**src/verilog/csg_map.vh**
```
// Address map, field positions, reset values and timing counts of the
// clock manager startup gating block.
// Assumes a 32-bit APB bus with byte addresses and one aligned word per register.
`ifndef CSG_MAP_VH
`define CSG_MAP_VH

////////////////////////////////////////////////////////////////////////////////
// Register byte offsets
`define CSG_OFF_CTRL        12'h000
`define CSG_OFF_WAIT_MASK   12'h004
`define CSG_OFF_STATUS      12'h008
`define CSG_OFF_IRQ_STAT    12'h00c
`define CSG_OFF_IRQ_MASK    12'h010
`define CSG_OFF_FREQ        12'h014

////////////////////////////////////////////////////////////////////////////////
// Control register fields
`define CSG_CTRL_LOCK_PHASE 0
`define CSG_CTRL_ALIGN_MODE 1
`define CSG_CTRL_HALVING    2
`define CSG_CTRL_CASCADED   3
`define CSG_CTRL_EXT_FB     4
`define CSG_CTRL_SRC_GLOBAL 5
`define CSG_CTRL_W          6
`define CSG_CTRL_RESET      6'h20

// Status register fields
`define CSG_ST_DONE         0
`define CSG_ST_HOLD_OK      1
`define CSG_ST_FREQ_HIGH    2
`define CSG_ST_ALIGN_EFF    3
`define CSG_ST_CM_LOCK      8
`define CSG_ST_PLL_LOCK     16

// Interrupt fields
`define CSG_IRQ_DONE        0
`define CSG_IRQ_LOCK_LOST   1
`define CSG_IRQ_W           2
`define CSG_IRQ_RESET       2'h0

////////////////////////////////////////////////////////////////////////////////
// Timing
// Measurement window of 10 us at the 100 MHz clk
`define CSG_MEAS_CYCLES     16'h03e8
`define CSG_FREQ_HIGH_EDGES 16'h00c8
`define CSG_RST_REF_EDGES   2'h3

`endif

```
**src/verilog/csg_sync.v**
```verilog
// Three-stage synchroniser for a vector of independent level inputs.
// Assumes each bit is a slow level; bits are not coherent with each other.
`timescale 1ns/1ps

module csg_sync #(
  parameter W = 1
) (
  // Clock and reset
  input  wire         clk,
  input  wire         nrst,
  // Asynchronous levels in, filtered levels out
  input  wire [W-1:0] din,
  output reg  [W-1:0] dout
);

  reg [W-1:0] s1;
  reg [W-1:0] s2;
  reg [W-1:0] s3;

  ////////////////////////////////////////////////////////////////////////////////
  // Stage one feeds stage two only; a bit changes once stages two and three agree
  always @(posedge clk) begin
    if (!nrst) begin
      s1   <= {W{1'b0}};
      s2   <= {W{1'b0}};
      s3   <= {W{1'b0}};
      dout <= {W{1'b0}};
    end else begin
      s1   <= din;
      s2   <= s1;
      s3   <= s2;
      dout <= (s2 & s3) | (~(s2 ^ s3) & s2) | ((s2 ^ s3) & dout);
    end
  end

endmodule

```
**src/verilog/csg_startup_gate.v**
```verilog
// Startup gating and input conditioning for a group of clock managers.
// Assumes: APB master on clk, lock and reference inputs asynchronous,
// reference clock well below a quarter of clk since it is sampled.
// Lock, reference and end-of-configuration pins are treated as slow levels;
// a pulse shorter than two clk periods may be missed by the filter.
//
// Function
// - With wait-for-lock set, configuration-done stays low until that manager locks.
// - Wait-for-lock off by default; done then follows end of configuration alone.
// - Lock indicators pass through untouched; waiting never holds them back.
// - Several waiting managers: startup holds until every one of them locked.
// - Lock-wait phase without any wait bit: wait for all managers and PLLs.
// - Halving on: reference divided by two, near fifty percent duty.
// - Halving off by default: reference goes straight to the manager.
// - Frequency mode and measurement use the halved rate when halving is on.
// - Alignment mode picks system-synchronous default or source-synchronous delay.
// - Alignment mode ignored when cascaded, external feedback, or non-global source.
// - Lock high means valid; a falling lock is lost lock and forces manager reset.
// - Options load during configuration and freeze once done is reached.
//
// Decided for this implementation: the APB register port and the placing of the registers.
`timescale 1ns/1ps
`include "csg_map.vh"

module csg_startup_gate #(
  parameter N_CM  = 4,
  parameter N_PLL = 2
) (
  // Clock and reset
  input  wire              clk,
  input  wire              nrst,
  // APB slave
  input  wire              psel,
  input  wire              penable,
  input  wire              pwrite,
  input  wire [11:0]       paddr,
  input  wire [31:0]       pwdata,
  output reg  [31:0]       prdata,
  output wire              pready,
  output wire              pslverr,
  // Interrupt
  output wire              irq,
  // Startup sequencer side
  input  wire              config_end,
  output reg               config_done,
  output wire              lock_wait_startup_phase,
  // Clock manager side
  input  wire              reference_clock_in,
  input  wire [N_CM-1:0]   cm_lock_in,
  input  wire [N_PLL-1:0]  pll_lock_in,
  output reg               cm_clk_in,
  output reg  [N_CM-1:0]   cm_lock_out,
  output reg  [N_CM-1:0]   cm_reset,
  output reg               input_delay_alignment_mode
);

  // Synchroniser width covers locks, reference and end of configuration
  localparam SW = N_CM + N_PLL + 2;
  localparam [15:0] MEAS_CYCLES = `CSG_MEAS_CYCLES;

  ////////////////////////////////////////////////////////////////////////////////
  // All requested locks present; bits outside the need mask do not matter
  // Widening to 32 bits lets one function serve managers and PLLs alike
  function locks_met;
    input [31:0] locks;
    input [31:0] need;
    begin
      locks_met = &(locks | ~need);
    end
  endfunction

  ////////////////////////////////////////////////////////////////////////////////
  // Synchronised inputs
  wire [SW-1:0]    sync_out;
  wire [N_CM-1:0]  cm_lock;
  wire [N_PLL-1:0] pll_lock;
  wire             ref_s;
  wire             cfg_end_s;

  csg_sync #(
    .W (SW)
  ) u_sync (
    .clk  (clk),
    .nrst (nrst),
    .din  ({config_end, reference_clock_in, pll_lock_in, cm_lock_in}),
    .dout (sync_out)
  );

  assign cm_lock   = sync_out[N_CM-1:0];
  assign pll_lock  = sync_out[N_CM+N_PLL-1:N_CM];
  assign ref_s     = sync_out[N_CM+N_PLL];
  assign cfg_end_s = sync_out[N_CM+N_PLL+1];

  ////////////////////////////////////////////////////////////////////////////////
  // Registers
  reg  [`CSG_CTRL_W-1:0] ctrl;
  reg  [N_CM-1:0]        wait_mask;
  reg  [`CSG_IRQ_W-1:0]  irq_stat;
  reg  [`CSG_IRQ_W-1:0]  irq_mask;
  reg  [15:0]            freq_count;
  reg                    freq_high;
  reg                    hold_ok;

  wire opt_lock_phase = ctrl[`CSG_CTRL_LOCK_PHASE];
  wire opt_align      = ctrl[`CSG_CTRL_ALIGN_MODE];
  wire opt_halving    = ctrl[`CSG_CTRL_HALVING];
  wire opt_cascaded   = ctrl[`CSG_CTRL_CASCADED];
  wire opt_ext_fb     = ctrl[`CSG_CTRL_EXT_FB];
  wire opt_src_global = ctrl[`CSG_CTRL_SRC_GLOBAL];

  ////////////////////////////////////////////////////////////////////////////////
  // APB decode; zero wait states
  // pready is tied high, so every access completes in its first access cycle
  // Unmapped offsets answer with pslverr rather than stalling the bus
  wire access   = psel & penable;
  wire wr       = access & pwrite;
  wire hit_ctrl = (paddr == `CSG_OFF_CTRL);
  wire hit_wait = (paddr == `CSG_OFF_WAIT_MASK);
  wire hit_st   = (paddr == `CSG_OFF_STATUS);
  wire hit_is   = (paddr == `CSG_OFF_IRQ_STAT);
  wire hit_im   = (paddr == `CSG_OFF_IRQ_MASK);
  wire hit_fq   = (paddr == `CSG_OFF_FREQ);
  wire mapped   = hit_ctrl | hit_wait | hit_st | hit_is | hit_im | hit_fq;

  assign pready  = 1'b1;
  assign pslverr = access & ~mapped;

  // Options are configuration data: frozen once done is reached
  // Later writes to them are dropped silently, without an error response,
  // since software has no business changing them at run time
  wire opt_wr_ok = ~config_done;

  always @(posedge clk) begin
    if (!nrst) begin
      ctrl      <= `CSG_CTRL_RESET;
      wait_mask <= {N_CM{1'b0}};
      irq_mask  <= `CSG_IRQ_RESET;
    end else if (wr) begin
      if (hit_ctrl && opt_wr_ok) begin
        ctrl <= pwdata[`CSG_CTRL_W-1:0];
      end else if (hit_wait && opt_wr_ok) begin
        wait_mask <= pwdata[N_CM-1:0];
      end else if (hit_im) begin
        irq_mask <= pwdata[`CSG_IRQ_W-1:0];
      end
    end
  end

  ////////////////////////////////////////////////////////////////////////////////
  // Read mux; unmapped and reserved bits read as zero
  // prdata loads in the setup cycle so it stands for the whole access phase
  wire [31:0] status_word;
  assign status_word = ({{(32-N_CM){1'b0}}, cm_lock} << `CSG_ST_CM_LOCK)
                     | ({{(32-N_PLL){1'b0}}, pll_lock} << `CSG_ST_PLL_LOCK)
                     | ({31'h0, input_delay_alignment_mode} << `CSG_ST_ALIGN_EFF)
                     | ({31'h0, freq_high} << `CSG_ST_FREQ_HIGH)
                     | ({31'h0, hold_ok} << `CSG_ST_HOLD_OK)
                     | ({31'h0, config_done} << `CSG_ST_DONE);

  always @(posedge clk) begin
    if (!nrst) begin
      prdata <= 32'h0;
    end else if (psel && !penable && !pwrite) begin
      if (hit_ctrl) begin
        prdata <= {{(32-`CSG_CTRL_W){1'b0}}, ctrl};
      end else if (hit_wait) begin
        prdata <= {{(32-N_CM){1'b0}}, wait_mask};
      end else if (hit_st) begin
        prdata <= status_word;
      end else if (hit_is) begin
        prdata <= {{(32-`CSG_IRQ_W){1'b0}}, irq_stat};
      end else if (hit_im) begin
        prdata <= {{(32-`CSG_IRQ_W){1'b0}}, irq_mask};
      end else if (hit_fq) begin
        prdata <= {16'h0, freq_count};
      end else begin
        prdata <= 32'h0;
      end
    end
  end

  ////////////////////////////////////////////////////////////////////////////////
  // Startup hold condition
  // The sequencer must itself drop global tristate first, otherwise no lock ever comes
  // With no wait bit and no lock phase the hold condition is always met
  wire any_wait = |wait_mask;
  wire gate_on  = opt_lock_phase | any_wait;
  wire waited_ok = locks_met({{(32-N_CM){1'b0}}, cm_lock},
                             {{(32-N_CM){1'b0}}, wait_mask});
  wire all_ok    = locks_met({{(32-N_CM){1'b0}}, cm_lock}, {{(32-N_CM){1'b0}}, {N_CM{1'b1}}})
                 & locks_met({{(32-N_PLL){1'b0}}, pll_lock}, {{(32-N_PLL){1'b0}}, {N_PLL{1'b1}}});
  wire next_hold_ok = ~gate_on | (any_wait ? waited_ok : all_ok);

  assign lock_wait_startup_phase = opt_lock_phase;

  // Done is sticky: a later loss of lock does not revoke configuration
  // The done interrupt comes from the same one-cycle pulse, so it cannot be missed
  wire done_rise = ~config_done & cfg_end_s & next_hold_ok;

  always @(posedge clk) begin
    if (!nrst) begin
      hold_ok     <= 1'b0;
      config_done <= 1'b0;
    end else begin
      hold_ok <= next_hold_ok;
      if (done_rise) begin
        config_done <= 1'b1;
      end
    end
  end

  ////////////////////////////////////////////////////////////////////////////////
  // Lock pass-through and lost-lock detection
  // The pass-through adds one register after the filter and nothing else,
  // so a waiting configuration never delays a manager's lock
  reg  [N_CM-1:0] lock_prev;
  wire [N_CM-1:0] lock_fall = lock_prev & ~cm_lock;
  wire            lost_any  = |lock_fall;

  always @(posedge clk) begin
    if (!nrst) begin
      lock_prev   <= {N_CM{1'b0}};
      cm_lock_out <= {N_CM{1'b0}};
    end else begin
      lock_prev   <= cm_lock;
      cm_lock_out <= cm_lock;
    end
  end

  ////////////////////////////////////////////////////////////////////////////////
  // Reference edge detect and halving toggle
  // Sampling limits the reference to well below a quarter of clk; faster inputs
  // alias, and the halved clock then loses its even duty
  reg  ref_prev;
  reg  half_tog;
  wire ref_rise = ref_s & ~ref_prev;

  always @(posedge clk) begin
    if (!nrst) begin
      ref_prev  <= 1'b0;
      half_tog  <= 1'b0;
      cm_clk_in <= 1'b0;
    end else begin
      ref_prev <= ref_s;
      if (ref_rise) begin
        half_tog <= ~half_tog;
      end
      // Toggle gives even duty regardless of the reference's own duty
      cm_clk_in <= opt_halving ? (half_tog ^ ref_rise) : ref_s;
    end
  end

  // Effective manager input edge, used for measurement and reset timing
  // With halving it is the edge on which the toggle goes from low to high
  wire eff_rise = opt_halving ? (ref_rise & ~half_tog) : ref_rise;

  ////////////////////////////////////////////////////////////////////////////////
  // Manager reset after lost lock, held for a few manager input edges
  // A fresh loss restarts the count, so the reset always spans full edges
  // All managers that lost lock share one count and are released together
  reg [1:0] rst_edges;

  always @(posedge clk) begin
    if (!nrst) begin
      cm_reset  <= {N_CM{1'b0}};
      rst_edges <= 2'h0;
    end else begin
      if (lost_any) begin
        cm_reset  <= cm_reset | lock_fall;
        rst_edges <= 2'h0;
      end else if (|cm_reset) begin
        if (eff_rise) begin
          if (rst_edges == `CSG_RST_REF_EDGES - 2'h1) begin
            cm_reset  <= {N_CM{1'b0}};
            rst_edges <= 2'h0;
          end else begin
            rst_edges <= rst_edges + 2'h1;
          end
        end
      end
    end
  end

  ////////////////////////////////////////////////////////////////////////////////
  // Frequency measurement over a fixed window of clk cycles
  // Counts effective edges, so the halved rate decides the mode
  // The window restarts on reset only; the first result after reset covers a whole window
  reg [15:0] win_cnt;
  reg [15:0] edge_cnt;

  always @(posedge clk) begin
    if (!nrst) begin
      win_cnt    <= 16'h0;
      edge_cnt   <= 16'h0;
      freq_count <= 16'h0;
      freq_high  <= 1'b0;
    end else if (win_cnt == MEAS_CYCLES - 16'h1) begin
      win_cnt    <= 16'h0;
      edge_cnt   <= 16'h0;
      freq_count <= edge_cnt + {15'h0, eff_rise};
      freq_high  <= (edge_cnt + {15'h0, eff_rise}) > `CSG_FREQ_HIGH_EDGES;
    end else begin
      win_cnt  <= win_cnt + 16'h1;
      edge_cnt <= edge_cnt + {15'h0, eff_rise};
    end
  end

  ////////////////////////////////////////////////////////////////////////////////
  // Delay alignment mode, forced to system-synchronous where it cannot act
  // Only steers input delay; phase shifts belong to the phase settings
  // Held in a register so the mode output never glitches on option writes
  wire align_applies = ~opt_cascaded & ~opt_ext_fb & opt_src_global;

  always @(posedge clk) begin
    if (!nrst) begin
      input_delay_alignment_mode <= 1'b0;
    end else begin
      input_delay_alignment_mode <= opt_align & align_applies;
    end
  end

  ////////////////////////////////////////////////////////////////////////////////
  // Interrupt status, write one to clear; a new event wins over the clear
  wire [`CSG_IRQ_W-1:0] irq_ev  = {lost_any, done_rise};
  wire [`CSG_IRQ_W-1:0] irq_clr = (wr && hit_is) ? pwdata[`CSG_IRQ_W-1:0] : `CSG_IRQ_RESET;

  always @(posedge clk) begin
    if (!nrst) begin
      irq_stat <= `CSG_IRQ_RESET;
    end else begin
      irq_stat <= (irq_stat & ~irq_clr) | irq_ev;
    end
  end

  // Mask changes act at once since irq is a plain combination of state
  assign irq = |(irq_stat & irq_mask);

endmodule

```
**config.mk**
```make
export PLATFORM = sky130hd
export DESIGN_NAME = csg_startup_gate
export DESIGN_NICKNAME = d
export VERILOG_FILES = /design/src/verilog/csg_sync.v /design/src/verilog/csg_startup_gate.v
export VERILOG_INCLUDE_DIRS = /design/src /design/src/verilog
export SDC_FILE = /design/constraint.sdc
export NUM_CORES = 1
export LEC_CHECK = 0
export ABC_AREA = 1
export CAP_MARGIN = 20
export CELL_PAD_IN_SITES_DETAIL_PLACEMENT = 1
export CELL_PAD_IN_SITES_GLOBAL_PLACEMENT = 1
export CORE_AREA = 2 2 111 113
export DETAILED_ROUTE_END_ITERATION = 8
export DIE_AREA = 0 0 113 115
export DONT_BUFFER_PORTS = 1
export GPL_ROUTABILITY_DRIVEN = 0
export GPL_TIMING_DRIVEN = 0
export HOLD_SLACK_MARGIN = 0.06
export PLACE_DENSITY = 0.9
export SYNTH_ARGS = -nofsm -noshare
export SYNTH_HDL_FRONTEND = slang
export SYNTH_HIERARCHICAL = 1
export SYNTH_SLANG_ARGS = --single-unit
```
**constraint.sdc**
```tcl
create_clock -name clk -period 5.7 [get_ports clk]
set_input_delay 1.14 -clock clk [delete_from_list [all_inputs] [get_ports clk]]
set_output_delay 1.14 -clock clk [all_outputs]
set_load 0.1 [all_outputs]
```
==> flow_metrics.env <==
export IMPL_clk_pin_slew_ps=60
export IMPL_cts_sinks=129
export IMPL_post_dp_hpwl_um=11600
export IMPL_layout_commonest_cell="nand2_1"
export IMPL_fp_coreArea_um2=11800
export IMPL_ys_seq_area_share_pct=46.0
export IMPL_ant_nets=0
export IMPL_period_minus_slack_ps=3630
export IMPL_setup_tns_ps=0
export IMPL_synthCells=738
export IMPL_drive_gt1_share_pct=13.0
export IMPL_worstPathRequired_ps=4560
export IMPL_violations="design-rule violations"
export IMPL_cts_resized_gates=0
export IMPL_slew_headroom_pct=25.9
export IMPL_post_cts_buffers=0
export IMPL_syn_to_final_growth_pct=14.6
export IMPL_path_cells="inv_1, nand2_1, nor2_2, buf_4, inv_2, nor3_1, inv_1, o2111ai_1, nor3_2, buf_8"
export IMPL_drv_cap=0
export IMPL_grt_use_total_pct=26.3
export IMPL_final_nets=840
export IMPL_wl_per_cell_um=17.7
export IMPL_cts_tree="built"
export IMPL_root_buffer="clkbuf_16"
export IMPL_rsz0062_at_grt="no"
export IMPL_drt_first_pass_iters=6
export IMPL_postRouteWirelength_um=16500
export IMPL_worst_ep_arrival_time_ps=2490
export IMPL_multiInputGateArea_um2=2440
export IMPL_synth_warnings=6
export IMPL_clockBufferDepth=2
export IMPL_dieArea_um2=13000
export IMPL_final_util_pct=54.5
export IMPL_syn_area_um2=5610
export IMPL_fmax_mhz=275
export IMPL_p_per_area_nw_per_um2=323
export IMPL_start_util_pct=47.5
export IMPL_setup_violations=0
export IMPL_avgSynthCellArea_um2=7.61
export IMPL_grt_start_max_net_pins=17
export IMPL_synth_top_cell_by_area="dfxtp_1"
export IMPL_fin_worst_skew_ps=6.19
export IMPL_leakagePower_nw=2.71
export IMPL_synth_top_area_share_pct=46.0
export IMPL_placementRows=40
export IMPL_grt_pass1_wl_um=26600
export IMPL_most_common_layout_cells="nand2_1 (175), dfxtp_1 (129), inv_1 (106)"
export IMPL_synth_distinct_cells=40
export IMPL_grt_pass1_vias=5428
export IMPL_hp_class="flop to flop"
export IMPL_antenna_found_initial=0
export IMPL_post_route_drc_count=9
export IMPL_post_route_period_util_pct=63.7
export IMPL_clock_latency_ps=420
export IMPL_cts_buffers=17
export IMPL_ys_top_cells_by_area="dfxtp_1 (46%), nand2_1 (12%), inv_1 (7.1%), a21oi_1 (4.9%), nor2_1 (4.2%)"
export IMPL_path_max_fanout=10
export IMPL_nFillCells=1475
export IMPL_tightest_slew_ps=1110
export IMPL_cp_slowest_stage_delay_ps=320
export IMPL_cp_end_kind="output port"
export IMPL_path_common_cell="inv_1"
export IMPL_criticalPathCategory="input port to output port"
export IMPL_status="finished with violations"
export IMPL_cts_max_level=4
export IMPL_die_h_um=115
export IMPL_io_pins=104
export IMPL_cpMaxStageDelayCell="nor3_1"
export IMPL_num_antenna_cells=0
export IMPL_port_buffers=0
export IMPL_cp_start_kind="input port"
export IMPL_vias=4976
export IMPL_regArea_um2=2580
export IMPL_hold_buffers=0
export IMPL_peakVddDrop_uv=254
export IMPL_die_x_um=113
export IMPL_finalHoldViolations=0
export IMPL_viasPerCell=5.34
export IMPL_drtIter0Drc=281
export IMPL_ys_ff_latch=129
export IMPL_drv_slew=0
export IMPL_grt_ovfl_total=0
-- registers in the layout, indices dropped and copies added (netlist names), 4 cells and up --
| register | count |
|---|---|
| prdata | 18 |
| cm_reset | 4 |
| u_sync/s1 | 8 |
| ctrl | 6 |
| u_sync/s2 | 8 |
| wait_mask | 4 |
| edge_cnt | 16 |
| u_sync/s3 | 8 |
| win_cnt | 16 |
| freq_count | 16 |
| lock_prev | 4 |
| u_sync/dout | 8 |
-- cell type report --
class / count / area share [%]
Tap cell: 147 / 2.86
Clock buffer: 18 / 6.82
Inverter: 115 / 6.71
Multi-Input combinational cell: 477 / 37.9
Sequential cell: 129 / 40.1
Timing Repair Buffer: 1 / 0.233
Clock inverter: 14 / 2.02
Buffer: 30 / 3.34
-- routing by layer --
metal,wire length [um],GRT usage [%],vias up,part of all wire [%]
met2,8620,48.0,145,52
met5,0,0,-,0
li1,-,-,2384,-
met3,1070,8.43,47,6.5
met1,6280,27.4,2400,38
met4,548,12.6,0,3.3
-- synth_stat cells --
library cell,number
nand2_1,175
dfxtp_1,129
inv_1,106
nor2_1,63
a21oi_1,55
nand3_1,35
o21ai_0,27
buf_4,19
nand4_1,15
ha_1,12
inv_2,9
nor2_2,9
nor3_1,9
clkbuf_1,7
nor2_4,7
o22ai_1,7
xnor2_1,6
nand2_2,5
nand3_2,5
nor4_1,5
o21ai_1,4
a221oi_1,3
nor3_4,3
buf_8,2
conb_1,2
nor3_2,2
nor3b_1,2
o2111ai_1,2
xor2_1,2
a22o_1,1
and2_1,1
buf_2,1
buf_6,1
nand2_4,1
nand3b_1,1
nand4_2,1
nand4_4,1
o21ai_2,1
or2_1,1
xor2_2,1
-- power breakdown --
| group | internal (mW) | leakage [nW] | switching (mW) |
|---|---|---|---|
| clock | 0.615 | 0.271 | 0.425 |
| sequential | 0.912 | 1.04 | 0.0122 |
| combinational | 0.0249 | 1.40 | 0.0857 |
| total | 1.55 | 2.71 | 0.523 |
-- final timing paths --
check	slack [ps]	cells past startpoint	startpoint	endpoint
setup / recovery	2070	10	paddr[8]	pslverr
hold / removal	420	2	u_sync/s1[4]	u_sync/s2[4]
setup reg to reg	2640	17	u_sync/dout[6]	freq_high
hold reg to reg	420	2	u_sync/s1[4]	u_sync/s2[4]
-- worst max-delay path: cells and delay by family --
kind                   cells  cell delay (ps)
AND/OR/NAND/NOR            4              630
buffers and inverters      5              560
AO/OA/AOI/OAI              1              140
-- logic make-up after synthesis --
logic type / synth area share [%]
flops: 46.0
buf+inv: 11.5
xor+xnor: 1.54
other cells: 0.134
fa+ha+maj: 2.67
compound gates: 9.54
simple gates: 28.6
-- per-stage QoR --
stage / area [um2] / power (mW) / hold WS (ps) / setup WS (ps) / instances
after floorplan: 5660 / 1.04 / 390 / 754 / 751
after global placement: 5850 / 1.05 / 398 / 617 / 898
after detailed placement: 5870 / 1.05 / 409 / 2050 / 899
after CTS: 6430 / 2.09 / 425 / 2040 / 931
after global routing: 6430 / 2.14 / 445 / 1950 / 931
final: 6430 / 2.08 / 420 / 2070 / 931
No activity file was read; power rests on OpenSTA's default activity.
